### config.mk
export PLATFORM = sky130hd
export DESIGN_NAME = windowed_timeout_guard
export DESIGN_NICKNAME = d
export VERILOG_FILES = /design/src/verilog/wtg_pkg.sv /design/src/verilog/wtg_tick_div.sv /design/src/verilog/wtg_feed_seq.sv /design/src/verilog/windowed_timeout_guard.sv
export SDC_FILE = /design/constraint.sdc
export NUM_CORES = 1
export LEC_CHECK = 0
export CORE_MARGIN = 8
export CORE_UTILIZATION = 57
export DETAILED_ROUTE_END_ITERATION = 6
export DONT_BUFFER_PORTS = 1
export PLACE_DENSITY_LB_ADDON = 0.1
export SLEW_MARGIN = 20
export SYNTH_ARGS = -nofsm -noshare
export SYNTH_HDL_FRONTEND = slang
export SYNTH_SLANG_ARGS = --single-unit
### constraint.sdc
create_clock -name mclk -period 2.85 [get_ports mclk]
set_input_delay 0.57 -clock mclk [delete_from_list [all_inputs] [get_ports mclk]]
set_output_delay 0.57 -clock mclk [all_outputs]
set_load 0.1 [all_outputs]
### src/verilog/wtg_pkg.sv
`default_nettype none
package wtg_pkg;
	// counter and register widths
	localparam int         CNT_W         = 24;
	localparam int         OFS_W         = 8;
	localparam int         ST_W          = 3;
	// register byte offsets
	localparam logic [7:0] OFS_MODE      = 8'h00;
	localparam logic [7:0] OFS_RELOAD    = 8'h04;
	localparam logic [7:0] OFS_FEED      = 8'h08;
	localparam logic [7:0] OFS_COUNT     = 8'h0C;
	localparam logic [7:0] OFS_WARN      = 8'h10;
	localparam logic [7:0] OFS_WINDOW    = 8'h14;
	localparam logic [7:0] OFS_STATUS    = 8'h18;
	localparam logic [7:0] OFS_MASK      = 8'h1C;
	localparam logic [7:0] OFS_CAUSE     = 8'h20;
	// reset values and limits
	localparam logic [23:0] RELOAD_MIN   = 24'h0000FF;
	localparam logic [23:0] RELOAD_RST   = 24'h0000FF;
	localparam logic [23:0] WARN_RST     = 24'h000000;
	localparam logic [23:0] WINDOW_RST   = 24'hFFFFFF;
	localparam logic [2:0]  ST_RST       = 3'h0;
	// feed key pair, written back to back
	localparam logic [7:0] FEED_FIRST    = 8'hAA;
	localparam logic [7:0] FEED_SECOND   = 8'h55;
	// fixed divide-by-four prescaler
	localparam logic [1:0] PSC_LAST      = 2'h3;
	localparam logic [1:0] PSC_RST       = 2'h0;
	// mclk cycles per guard tick (100 MHz -> 1 MHz)
	localparam int         TICK_DIV_DFLT = 100;
	// bus constants
	localparam int         TRANS_ACT_BIT = 1;
	localparam logic [2:0] HSIZE_WORD    = 3'h2;
	localparam logic       HRESP_OKAY    = 1'b0;
	// mode register layout, bit 0 is enable
	typedef struct packed {
		logic sleepRun;   // keep counting in deep sleep
		logic protect;    // guard the reload value
		logic resetEn;    // trip resets the chip
		logic enable;     // sticky run enable
	} wtg_mode_t;
	localparam wtg_mode_t MODE_RST = 4'h0;
	// event and status layout, bit 0 is time-out
	typedef struct packed {
		logic fault;      // bad or early feed
		logic warn;       // warning point reached
		logic timeout;    // counter expired
	} wtg_evt_t;
	// feed sequencer states
	typedef enum logic {FEED_IDLE, FEED_ARMED} wtg_feed_state_t;
endpackage : wtg_pkg
`default_nettype wire

### src/verilog/wtg_tick_div.sv
`timescale 1ns/1ns
`default_nettype none
module wtg_tick_div
	import wtg_pkg::*;
#(
	parameter int DIV = TICK_DIV_DFLT
) (
	input  wire logic mclk,
	input  wire logic resetn,
	output logic      guardTick
);
	// refuse a ratio the counter cannot serve
	if (DIV < 2) begin : g_chk
		$error("wtg_tick_div: DIV must be at least 2");
	end
	localparam int DW = $clog2(DIV);
	localparam logic [DW-1:0] LAST = DW'(DIV - 1);
	logic [DW-1:0] div_ff;    // cycle count inside one tick
	// free running divider
	always_ff @(posedge mclk or negedge resetn) begin
		if (!resetn) begin
			div_ff <= '0;
		end else if (div_ff == LAST) begin
			div_ff <= '0;
		end else begin
			div_ff <= div_ff + DW'(1);
		end
	end
	// one-cycle tick pulse from a flop
	always_ff @(posedge mclk or negedge resetn) begin
		if (!resetn) begin
			guardTick <= 1'b0;
		end else begin
			guardTick <= (div_ff == LAST);
		end
	end
endmodule : wtg_tick_div
`default_nettype wire

### src/verilog/wtg_feed_seq.sv
`timescale 1ns/1ns
`default_nettype none
module wtg_feed_seq
	import wtg_pkg::*;
(
	input  wire logic       mclk,
	input  wire logic       resetn,
	input  wire logic       access,
	input  wire logic       isFeed,
	input  wire logic       isWrite,
	input  wire logic [7:0] wdata,
	output logic            feedOk,
	output logic            feedBad
);
	wtg_feed_state_t state_ff;   // waiting for first or second key
	logic            keyWr;      // write to the feed register
	assign keyWr = access && isFeed && isWrite;
	always_comb begin
		feedOk  = 1'b0;
		feedBad = 1'b0;
		case (state_ff)
			FEED_IDLE: begin
				// a wrong key alone is a bad feed
				feedBad = keyWr && (wdata != FEED_FIRST);
			end
			FEED_ARMED: begin
				// only the second key may follow
				feedOk  = keyWr && (wdata == FEED_SECOND);
				feedBad = access && !feedOk;
			end
			default: begin
				feedBad = 1'b0;
			end
		endcase
	end
	// state advances on each bus access
	always_ff @(posedge mclk or negedge resetn) begin
		if (!resetn) begin
			state_ff <= FEED_IDLE;
		end else if (access) begin
			if (state_ff == FEED_IDLE && keyWr && wdata == FEED_FIRST) begin
				state_ff <= FEED_ARMED;
			end else begin
				state_ff <= FEED_IDLE;
			end
		end
	end
endmodule : wtg_feed_seq
`default_nettype wire

### src/verilog/windowed_timeout_guard.sv
// Added by the designer: the AHB-Lite register port and the address map.
`timescale 1ns/1ns
`default_nettype none
module windowed_timeout_guard
	import wtg_pkg::*;
#(
	parameter int TICK_DIV = TICK_DIV_DFLT
) (
	input  wire logic        mclk,
	input  wire logic        resetn,
	input  wire logic        hsel,
	input  wire logic [31:0] haddr,
	input  wire logic [1:0]  htrans,
	input  wire logic        hwrite,
	input  wire logic [2:0]  hsize,
	input  wire logic [31:0] hwdata,
	input  wire logic        hready,
	output logic             hreadyout,
	output logic             hresp,
	output logic [31:0]      hrdata,
	input  wire logic        sleepMode,
	output logic             chipResetReq,
	output logic             irq
);
	// register state
	wtg_mode_t         mode_ff;      // mode bits
	logic [CNT_W-1:0]  reload_ff;    // reload value
	logic [CNT_W-1:0]  warn_ff;      // warning compare point
	logic [CNT_W-1:0]  window_ff;    // highest count a feed may hit
	logic [CNT_W-1:0]  count_ff;     // down counter
	logic [1:0]        psc_ff;       // prescaler phase
	wtg_evt_t          status_ff;    // sticky events
	wtg_evt_t          mask_ff;      // interrupt mask
	logic              cause_ff;     // last reset came from watchdog
	logic              chipReset_ff; // reset request pulse
	// bus pipeline state
	logic              aValid_ff;    // data phase in progress
	logic              aWrite_ff;    // data phase is a write
	logic [OFS_W-1:0]  aOfs_ff;      // offset of data phase
	logic              rdWait_ff;    // read wait state
	logic [31:0]       hrdata_ff;    // read data
	// combinational terms
	logic              addrTake;     // address phase accepted
	logic              wrStrobe;     // write data on hwdata
	logic              wrMode;
	logic              wrReload;
	logic              wrWarn;
	logic              wrWindow;
	logic              wrStatus;
	logic              wrMask;
	logic              wrCause;
	logic              guardTick;    // one pulse per guard clock
	logic              feedOk;       // key pair completed
	logic              feedBad;      // broken key pair
	logic              running;      // counter advances on ticks
	logic              stepNow;      // counter steps this cycle
	logic [CNT_W-1:0]  nxt_count;    // count after one step
	logic              timeoutHit;   // counter expired
	logic              warnHit;      // warning point reached
	logic              feedEarly;    // feed before the window
	logic              faultHit;     // feed fault while enabled
	logic              trip;         // watchdog event
	logic              wdReset;      // event in reset mode
	logic              enableRise;   // software starts the counter
	wtg_mode_t         modeWr;       // mode bits carried by a write
	logic              feedGood;     // valid feed reloads
	logic              reloadOpen;   // reload may change
	wtg_evt_t          evtSet;       // events into status
	logic [31:0]       nxt_rdata;    // read mux output

	// raise writes below the shortest time-out
	function automatic logic [CNT_W-1:0] clampReload(input logic [CNT_W-1:0] v);
		return (v < RELOAD_MIN) ? RELOAD_MIN : v;
	endfunction : clampReload

	// zero-extend a counter field onto the bus
	function automatic logic [31:0] busWord(input logic [CNT_W-1:0] v);
		return {{(32 - CNT_W){1'b0}}, v};
	endfunction : busWord

	wtg_tick_div #(
		.DIV       (TICK_DIV)
	) u_tick (
		.mclk      (mclk),
		.resetn    (resetn),
		.guardTick (guardTick)
	);

	wtg_feed_seq u_feed (
		.mclk      (mclk),
		.resetn    (resetn),
		.access    (aValid_ff && !rdWait_ff),
		.isFeed    (aOfs_ff == OFS_FEED),
		.isWrite   (aWrite_ff),
		.wdata     (hwdata[7:0]),
		.feedOk    (feedOk),
		.feedBad   (feedBad)
	);

	// bus decode, word transfers only
	assign addrTake  = hsel && hready && htrans[TRANS_ACT_BIT] && (hsize == HSIZE_WORD);
	assign wrStrobe  = aValid_ff && aWrite_ff;
	assign wrMode    = wrStrobe && (aOfs_ff == OFS_MODE);
	assign wrReload  = wrStrobe && (aOfs_ff == OFS_RELOAD);
	assign wrWarn    = wrStrobe && (aOfs_ff == OFS_WARN);
	assign wrWindow  = wrStrobe && (aOfs_ff == OFS_WINDOW);
	assign wrStatus  = wrStrobe && (aOfs_ff == OFS_STATUS);
	assign wrMask    = wrStrobe && (aOfs_ff == OFS_MASK);
	assign wrCause   = wrStrobe && (aOfs_ff == OFS_CAUSE);
	// mode fields laid over the low write data bits
	assign modeWr    = wtg_mode_t'(hwdata[$bits(wtg_mode_t)-1:0]);
	// reads take one wait state, writes none
	assign hreadyout = !rdWait_ff;
	assign hresp     = HRESP_OKAY;
	assign hrdata    = hrdata_ff;

	// pause in deep sleep unless told to run
	assign running    = mode_ff.enable && (!sleepMode || mode_ff.sleepRun);
	// step once every four guard ticks
	assign stepNow    = running && guardTick && (psc_ff == PSC_LAST);
	assign nxt_count  = count_ff - CNT_W'(1);
	// expiry when a step finds zero
	assign timeoutHit = stepNow && (count_ff == '0);
	// warning when the step lands on the point
	assign warnHit    = stepNow && (count_ff != '0) && (nxt_count == warn_ff);
	// feed above the window is early
	assign feedEarly  = feedOk && (count_ff > window_ff);
	// bad feed trips only while enabled
	assign faultHit   = mode_ff.enable && (feedBad || feedEarly);
	assign trip       = timeoutHit || faultHit;
	// reset mode turns the event into chip reset
	assign wdReset    = trip && mode_ff.resetEn;
	assign enableRise = wrMode && modeWr.enable && !mode_ff.enable;
	assign feedGood   = feedOk && !feedEarly;
	// protected reload opens at the warning point
	assign reloadOpen = !mode_ff.protect || (count_ff <= warn_ff);
	assign evtSet     = '{fault: faultHit, warn: warnHit, timeout: timeoutHit};

	// address phase capture
	always_ff @(posedge mclk or negedge resetn) begin
		if (!resetn) begin
			aValid_ff <= 1'b0;
			aWrite_ff <= 1'b0;
			aOfs_ff   <= '0;
		end else if (hready) begin
			aValid_ff <= addrTake;
			aWrite_ff <= hwrite;
			aOfs_ff   <= haddr[OFS_W-1:0];
		end else begin
			// hold offset through the wait state
			aValid_ff <= aValid_ff;
		end
	end

	// read wait state flag
	always_ff @(posedge mclk or negedge resetn) begin
		if (!resetn) begin
			rdWait_ff <= 1'b0;
		end else begin
			rdWait_ff <= addrTake && !hwrite;
		end
	end

	// read mux, unmapped offsets read zero
	always_comb begin
		nxt_rdata = '0;
		case (aOfs_ff)
			OFS_MODE:   nxt_rdata = {28'h0000000, mode_ff};
			OFS_RELOAD: nxt_rdata = busWord(reload_ff);
			OFS_COUNT:  nxt_rdata = busWord(count_ff);
			OFS_WARN:   nxt_rdata = busWord(warn_ff);
			OFS_WINDOW: nxt_rdata = busWord(window_ff);
			OFS_STATUS: nxt_rdata = {29'h00000000, status_ff};
			OFS_MASK:   nxt_rdata = {29'h00000000, mask_ff};
			OFS_CAUSE:  nxt_rdata = {31'h00000000, cause_ff};
			default:    nxt_rdata = '0;
		endcase
	end

	// read data sampled in the wait state
	always_ff @(posedge mclk or negedge resetn) begin
		if (!resetn) begin
			hrdata_ff <= '0;
		end else if (rdWait_ff) begin
			hrdata_ff <= nxt_rdata;
		end
	end

	// mode register
	always_ff @(posedge mclk or negedge resetn) begin
		if (!resetn) begin
			mode_ff <= MODE_RST;
		end else if (wdReset) begin
			// only a watchdog reset clears enable
			mode_ff <= MODE_RST;
		end else if (wrMode) begin
			mode_ff.enable   <= mode_ff.enable | modeWr.enable;
			mode_ff.resetEn  <= modeWr.resetEn;
			mode_ff.protect  <= modeWr.protect;
			mode_ff.sleepRun <= modeWr.sleepRun;
		end
	end

	// configuration registers
	always_ff @(posedge mclk or negedge resetn) begin
		if (!resetn) begin
			reload_ff <= RELOAD_RST;
			warn_ff   <= WARN_RST;
			window_ff <= WINDOW_RST;
		end else if (wdReset) begin
			reload_ff <= RELOAD_RST;
			warn_ff   <= WARN_RST;
			window_ff <= WINDOW_RST;
		end else begin
			if (wrReload && reloadOpen) begin
				reload_ff <= clampReload(hwdata[CNT_W-1:0]);
			end
			if (wrWarn) begin
				warn_ff <= hwdata[CNT_W-1:0];
			end
			if (wrWindow) begin
				window_ff <= hwdata[CNT_W-1:0];
			end
		end
	end

	always_ff @(posedge mclk or negedge resetn) begin
		if (!resetn) begin
			count_ff <= RELOAD_RST;
		end else if (wdReset) begin
			count_ff <= RELOAD_RST;
		end else if (enableRise || feedGood || timeoutHit) begin
			count_ff <= reload_ff;
		end else if (stepNow) begin
			count_ff <= nxt_count;
		end
	end

	// prescaler phase, four ticks per count
	always_ff @(posedge mclk or negedge resetn) begin
		if (!resetn) begin
			psc_ff <= PSC_RST;
		end else if (wdReset || enableRise || feedGood || timeoutHit) begin
			psc_ff <= PSC_RST;
		end else if (running && guardTick) begin
			psc_ff <= psc_ff + 2'h1;
		end
	end

	// sticky status, set wins over clear
	always_ff @(posedge mclk or negedge resetn) begin
		if (!resetn) begin
			status_ff <= ST_RST;
		end else if (wdReset) begin
			status_ff <= ST_RST;
		end else if (wrStatus) begin
			status_ff <= (status_ff & ~hwdata[ST_W-1:0]) | evtSet;
		end else begin
			status_ff <= status_ff | evtSet;
		end
	end

	// interrupt mask
	always_ff @(posedge mclk or negedge resetn) begin
		if (!resetn) begin
			mask_ff <= ST_RST;
		end else if (wdReset) begin
			mask_ff <= ST_RST;
		end else if (wrMask) begin
			mask_ff <= hwdata[ST_W-1:0];
		end
	end

	// watchdog reset cause flag, set wins
	always_ff @(posedge mclk or negedge resetn) begin
		if (!resetn) begin
			cause_ff <= 1'b0;
		end else if (wdReset) begin
			cause_ff <= 1'b1;
		end else if (wrCause && hwdata[0]) begin
			cause_ff <= 1'b0;
		end
	end

	always_ff @(posedge mclk or negedge resetn) begin
		if (!resetn) begin
			chipReset_ff <= 1'b0;
		end else begin
			chipReset_ff <= wdReset;
		end
	end
	assign chipResetReq = chipReset_ff;

	assign irq = |(status_ff & mask_ff);
endmodule : windowed_timeout_guard
`default_nettype wire

==> flow_summary_export.csv <==
group,metric,value,unit
run_status,status,"finished with violations",
run_status,failed_checks,"hold timing",
synth,ys_warn_count,0,
route,drc,0,
floorplanning,start_util,57.94,%
route,dr_total_vias,8914,
critical_path,critPathTopFamily,"simple AND/OR/NAND/NOR gates",
sta,clock.fmax,351.7,MHz
floorplanning,fp-row-count,47,
sta,timing.setup.tns,0,ns
critical_path,crit_chain,"or4_1 -> nor2_2 -> nand3_1 -> or2_2 -> xnor2_1 -> or3_1 -> nor4_2 -> buf_4 -> o2bb2ai_1",
power,power_frac_seq,46.6,%
sta,worst_slew_pin_slew,0.9350,ns
critical_path,critPathBufInv,1,
clocking,cts_root_buf,"clkbuf_16",
floorplanning,boundaryPins,111,
clocking,cts_buffer_depth,2,
power,ir_drop,408.2,uV
synth,syn_inst,1070,
clocking,clk_latency,0.43,ns
final_layout,syn_to_final_growth,15.09,%
placed_design,gp_congestion,0.9872,
synth,ys_seq_area_share,40.77,%
route,routed_via_density,6.559,
final_layout,drive_gt1_share,20.11,%
placed_design,io_buffers,0,
global_routing,grt_max_degree,155,
sta,fin_skew,0.01044,ns
placed_design,placed_cells,1327,
run,cap_violations,0,
floorplanning,dieArea,21200,sq um
sta,timing_hold_violations_final,114,
critical_path,arrival,3.18,ns
sta,relSlewSlack,37.66,%
power,p_leak,5.364,nW
critical_path,cp_slowest_stage_delay,0.67,ns
final_layout,antenna_cells,0,
global_routing,grt_usage,28.92,%
global_routing,grt.overflow.total,0,
final_layout,fin_cells,1359,
critical_path,critPathKind,"reg2reg",
power,power_frac_comb,8.8,%
synth,synth_edf_count,0,
synth,syn_area,9574,sq um
final_layout,nNetsFinal,1252,
worst_hold_path,min-delay-path-class,"in2async",
power,powerDensity,442.9,nW/um^2
sta,fin_worst_hold_slack,-0.1596,ns
power,clock_power_share,44.5,%
critical_path,critPathMaxFanout,4,
clocking,path_clk_slew,0.06,ns
clocking,h-tree-depth,4,
critical_path,crit_path_end_kind,"flop",
critical_path,crit_start,"count_ff[7]",
sta,slew_viol_final,0,
route,drt_wl_total,30880,um
floorplanning,coreArea,16520,sq um
synth,ys_types,80,
clocking,numCtsBuffers,17,
sta,period_needed,2.843,ns
synth,ys_dominant_reg_cell,"dfrtp_1",
sta,rsz0062_at_grt,"yes",
sta,setup_viol,0,
route,drtAntennaViolNets,0,
synth,synth-seq-cells,154,
synth,async_flop_share,100.0,%
route,drt_iter0_markers,936,
placed_design,hpwl,22050,um
route,drt-pass1-iter-count,7,
floorplanning,die_w,145.6,um
floorplanning,die_y,145.6,um
power,internal-power,3.620,mW
power,power,4.880,mW
route,wl_per_cell,22.72,um
critical_path,cp_slowest_cell,"or4_1",
clocking,cts_tree,"yes",
power,netSwitchingFraction,25.82,%
synth,syn_avg_cell_area,8.948,sq um
final_layout,fillers,1384,
clocking,cts_setup_buffers,0,
global_routing,grt_pass1_vias,8726,
critical_path,critical_path_required,3.19,ns
critical_path,reg2reg_from,"count_ff[7]",
power,p_sw,1.260,mW
global_routing,grt_first_pass_wirelength,48620,um
clocking,clock_sinks,154,
sta,post-route-period-util,99.77,%
critical_path,cp-start-kind,"flop",
global_routing,antenna_found_initial,0,
==> cells by family (layout without fill, tap and decap cells) <==
family,after synthesis,after routing,share of synthesized area (%)
xor+xnor,36,36,3.293
simple gates,323,323,17.47
flops,154,154,40.77
other cells,1,9,0.03917
buf+inv,136,197,6.521
mux,22,22,2.405
fa+ha+maj,51,51,6.665
compound gates,347,347,22.83
==> what timing repair did <==
| item | in CTS | in global routing |
|---|---|---|
| hold endpoints to repair | 139 | 114 |
| resized for setup | 10 | 27 |
| pin swaps | 1 | 7 |
| setup endpoints to repair | 78 | 106 |
==> Yosys cell counts, types with 7 or more instances <==
library cell  instances  share of area [%]
inv_1                61                2.4
nor4_1               13               0.85
and4_1                7               0.64
nand4_1              19                1.2
xor2_1                8               0.73
xnor2_1              28                2.6
o21a_1                7               0.55
o211ai_1             29                2.3
o21ai_1               9               0.47
a21oi_1             124                6.5
buf_4                13                1.0
clkbuf_1             39                1.5
nand3_1              32                1.7
mux2i_1              14                1.5
dfstp_2              40                 11
ha_1                 51                6.7
and2_1                7               0.46
a22oi_1              54                4.2
o22ai_1               7               0.46
dfrtp_1             114                 30
mux2_2                8               0.94
nor3_1               32                1.7
a21o_1               31                2.4
o21ai_0              47                2.5
nand2_1             111                4.4
nor2_1               46                1.8
buf_2                13               0.68
==> per-stage QoR <==
step	setup WS (ns)	cell area [sq um]	utilization, %
final	0.006547	11020	66.68
after global routing	-0.04158	11020	66.68
after CTS	0.01553	10920	66.06
after detailed placement	-0.1493	10330	62.49
after global placement	-0.04988	10330	62.49
after floorplan	0.07205	9604	-
==> placed cells by master, fill, tap and decap left out, types with 32 or more instances in the layout <==
cell     netlist  final
nor2_1        46     45
dfrtp_1      114    114
ha_1          51     49
buf_4         13     96
nand2_1      111    111
inv_1         61     61
a22oi_1       54     53
dfstp_2       40     40
a21oi_1      124    123
o21ai_0       47     43
nand3_1       32     32
==> power groups by stage <==
| stage | Sequential [mW] | Clock, mW | Combinational (mW) |
|---|---|---|---|
| final | 2.28 | 2.17 | 0.431 |
| after global routing | 2.28 | 2.28 | 0.465 |
| after CTS | 2.28 | 2.20 | 0.417 |
| after detailed placement | 2.31 | 0 | 0.409 |
| after global placement | 2.31 | 0 | 0.404 |
| after floorplan | 2.30 | 0 | 0.316 |
==> cell type report <==
class                   instances  area, sq um  area share (%)
clock inverters                13        120.1           1.090
flip-flops and latches        154         3904           35.43
clock buffers                  19        432.9           3.929
multi-input cells             788         5228           47.44
repair buffers                102        823.3           7.471
well taps                     220        275.3           2.498
inverters                      63        236.5           2.146
==> path summary, 6_finish.rpt <==
kind	to	slack, ns	depth (start not counted)
setup / recovery	status_ff[1]	0.007	9
hold / removal	aOfs_ff[3]	-0.16	0
setup reg to reg	status_ff[1]	0.007	9
hold reg to reg	u_tick.div_ff[0]	0.46	1
max in group asynchronous	window_ff[8]	2.72	0
min in group mclk	rdWait_ff	0.21	1
==> metal layers <==
layer,up-vias,track usage (%),wire [um]
met5,-,0,0
met4,0,10.26,716
met3,54,6.405,2587
met2,464,45.93,14670
met1,4388,38.21,12900
li1,4008,-,-
==> worst register-to-register path, stage by stage, from the launching register on <==
cell	delay (ns)
dfstp_2	0.38
or4_1	0.67
nor2_2	0.16
nand3_1	0.15
or2_2	0.33
xnor2_1	0.15
or3_1	0.40
nor4_2	0.24
buf_4	0.16
o2bb2ai_1	0.12
==> sequential cells by signal, summed over array words and instances (netlist names), 2 cells and up <==
signal         cells
psc_ff             2
window_ff         24
aOfs_ff            8
reload_ff         24
count_ff          24
status_ff          3
mask_ff            3
warn_ff           24
u_tick.div_ff      7
hrdata            24
mode_ff            4
No activity file was read; power rests on OpenSTA's default activity.
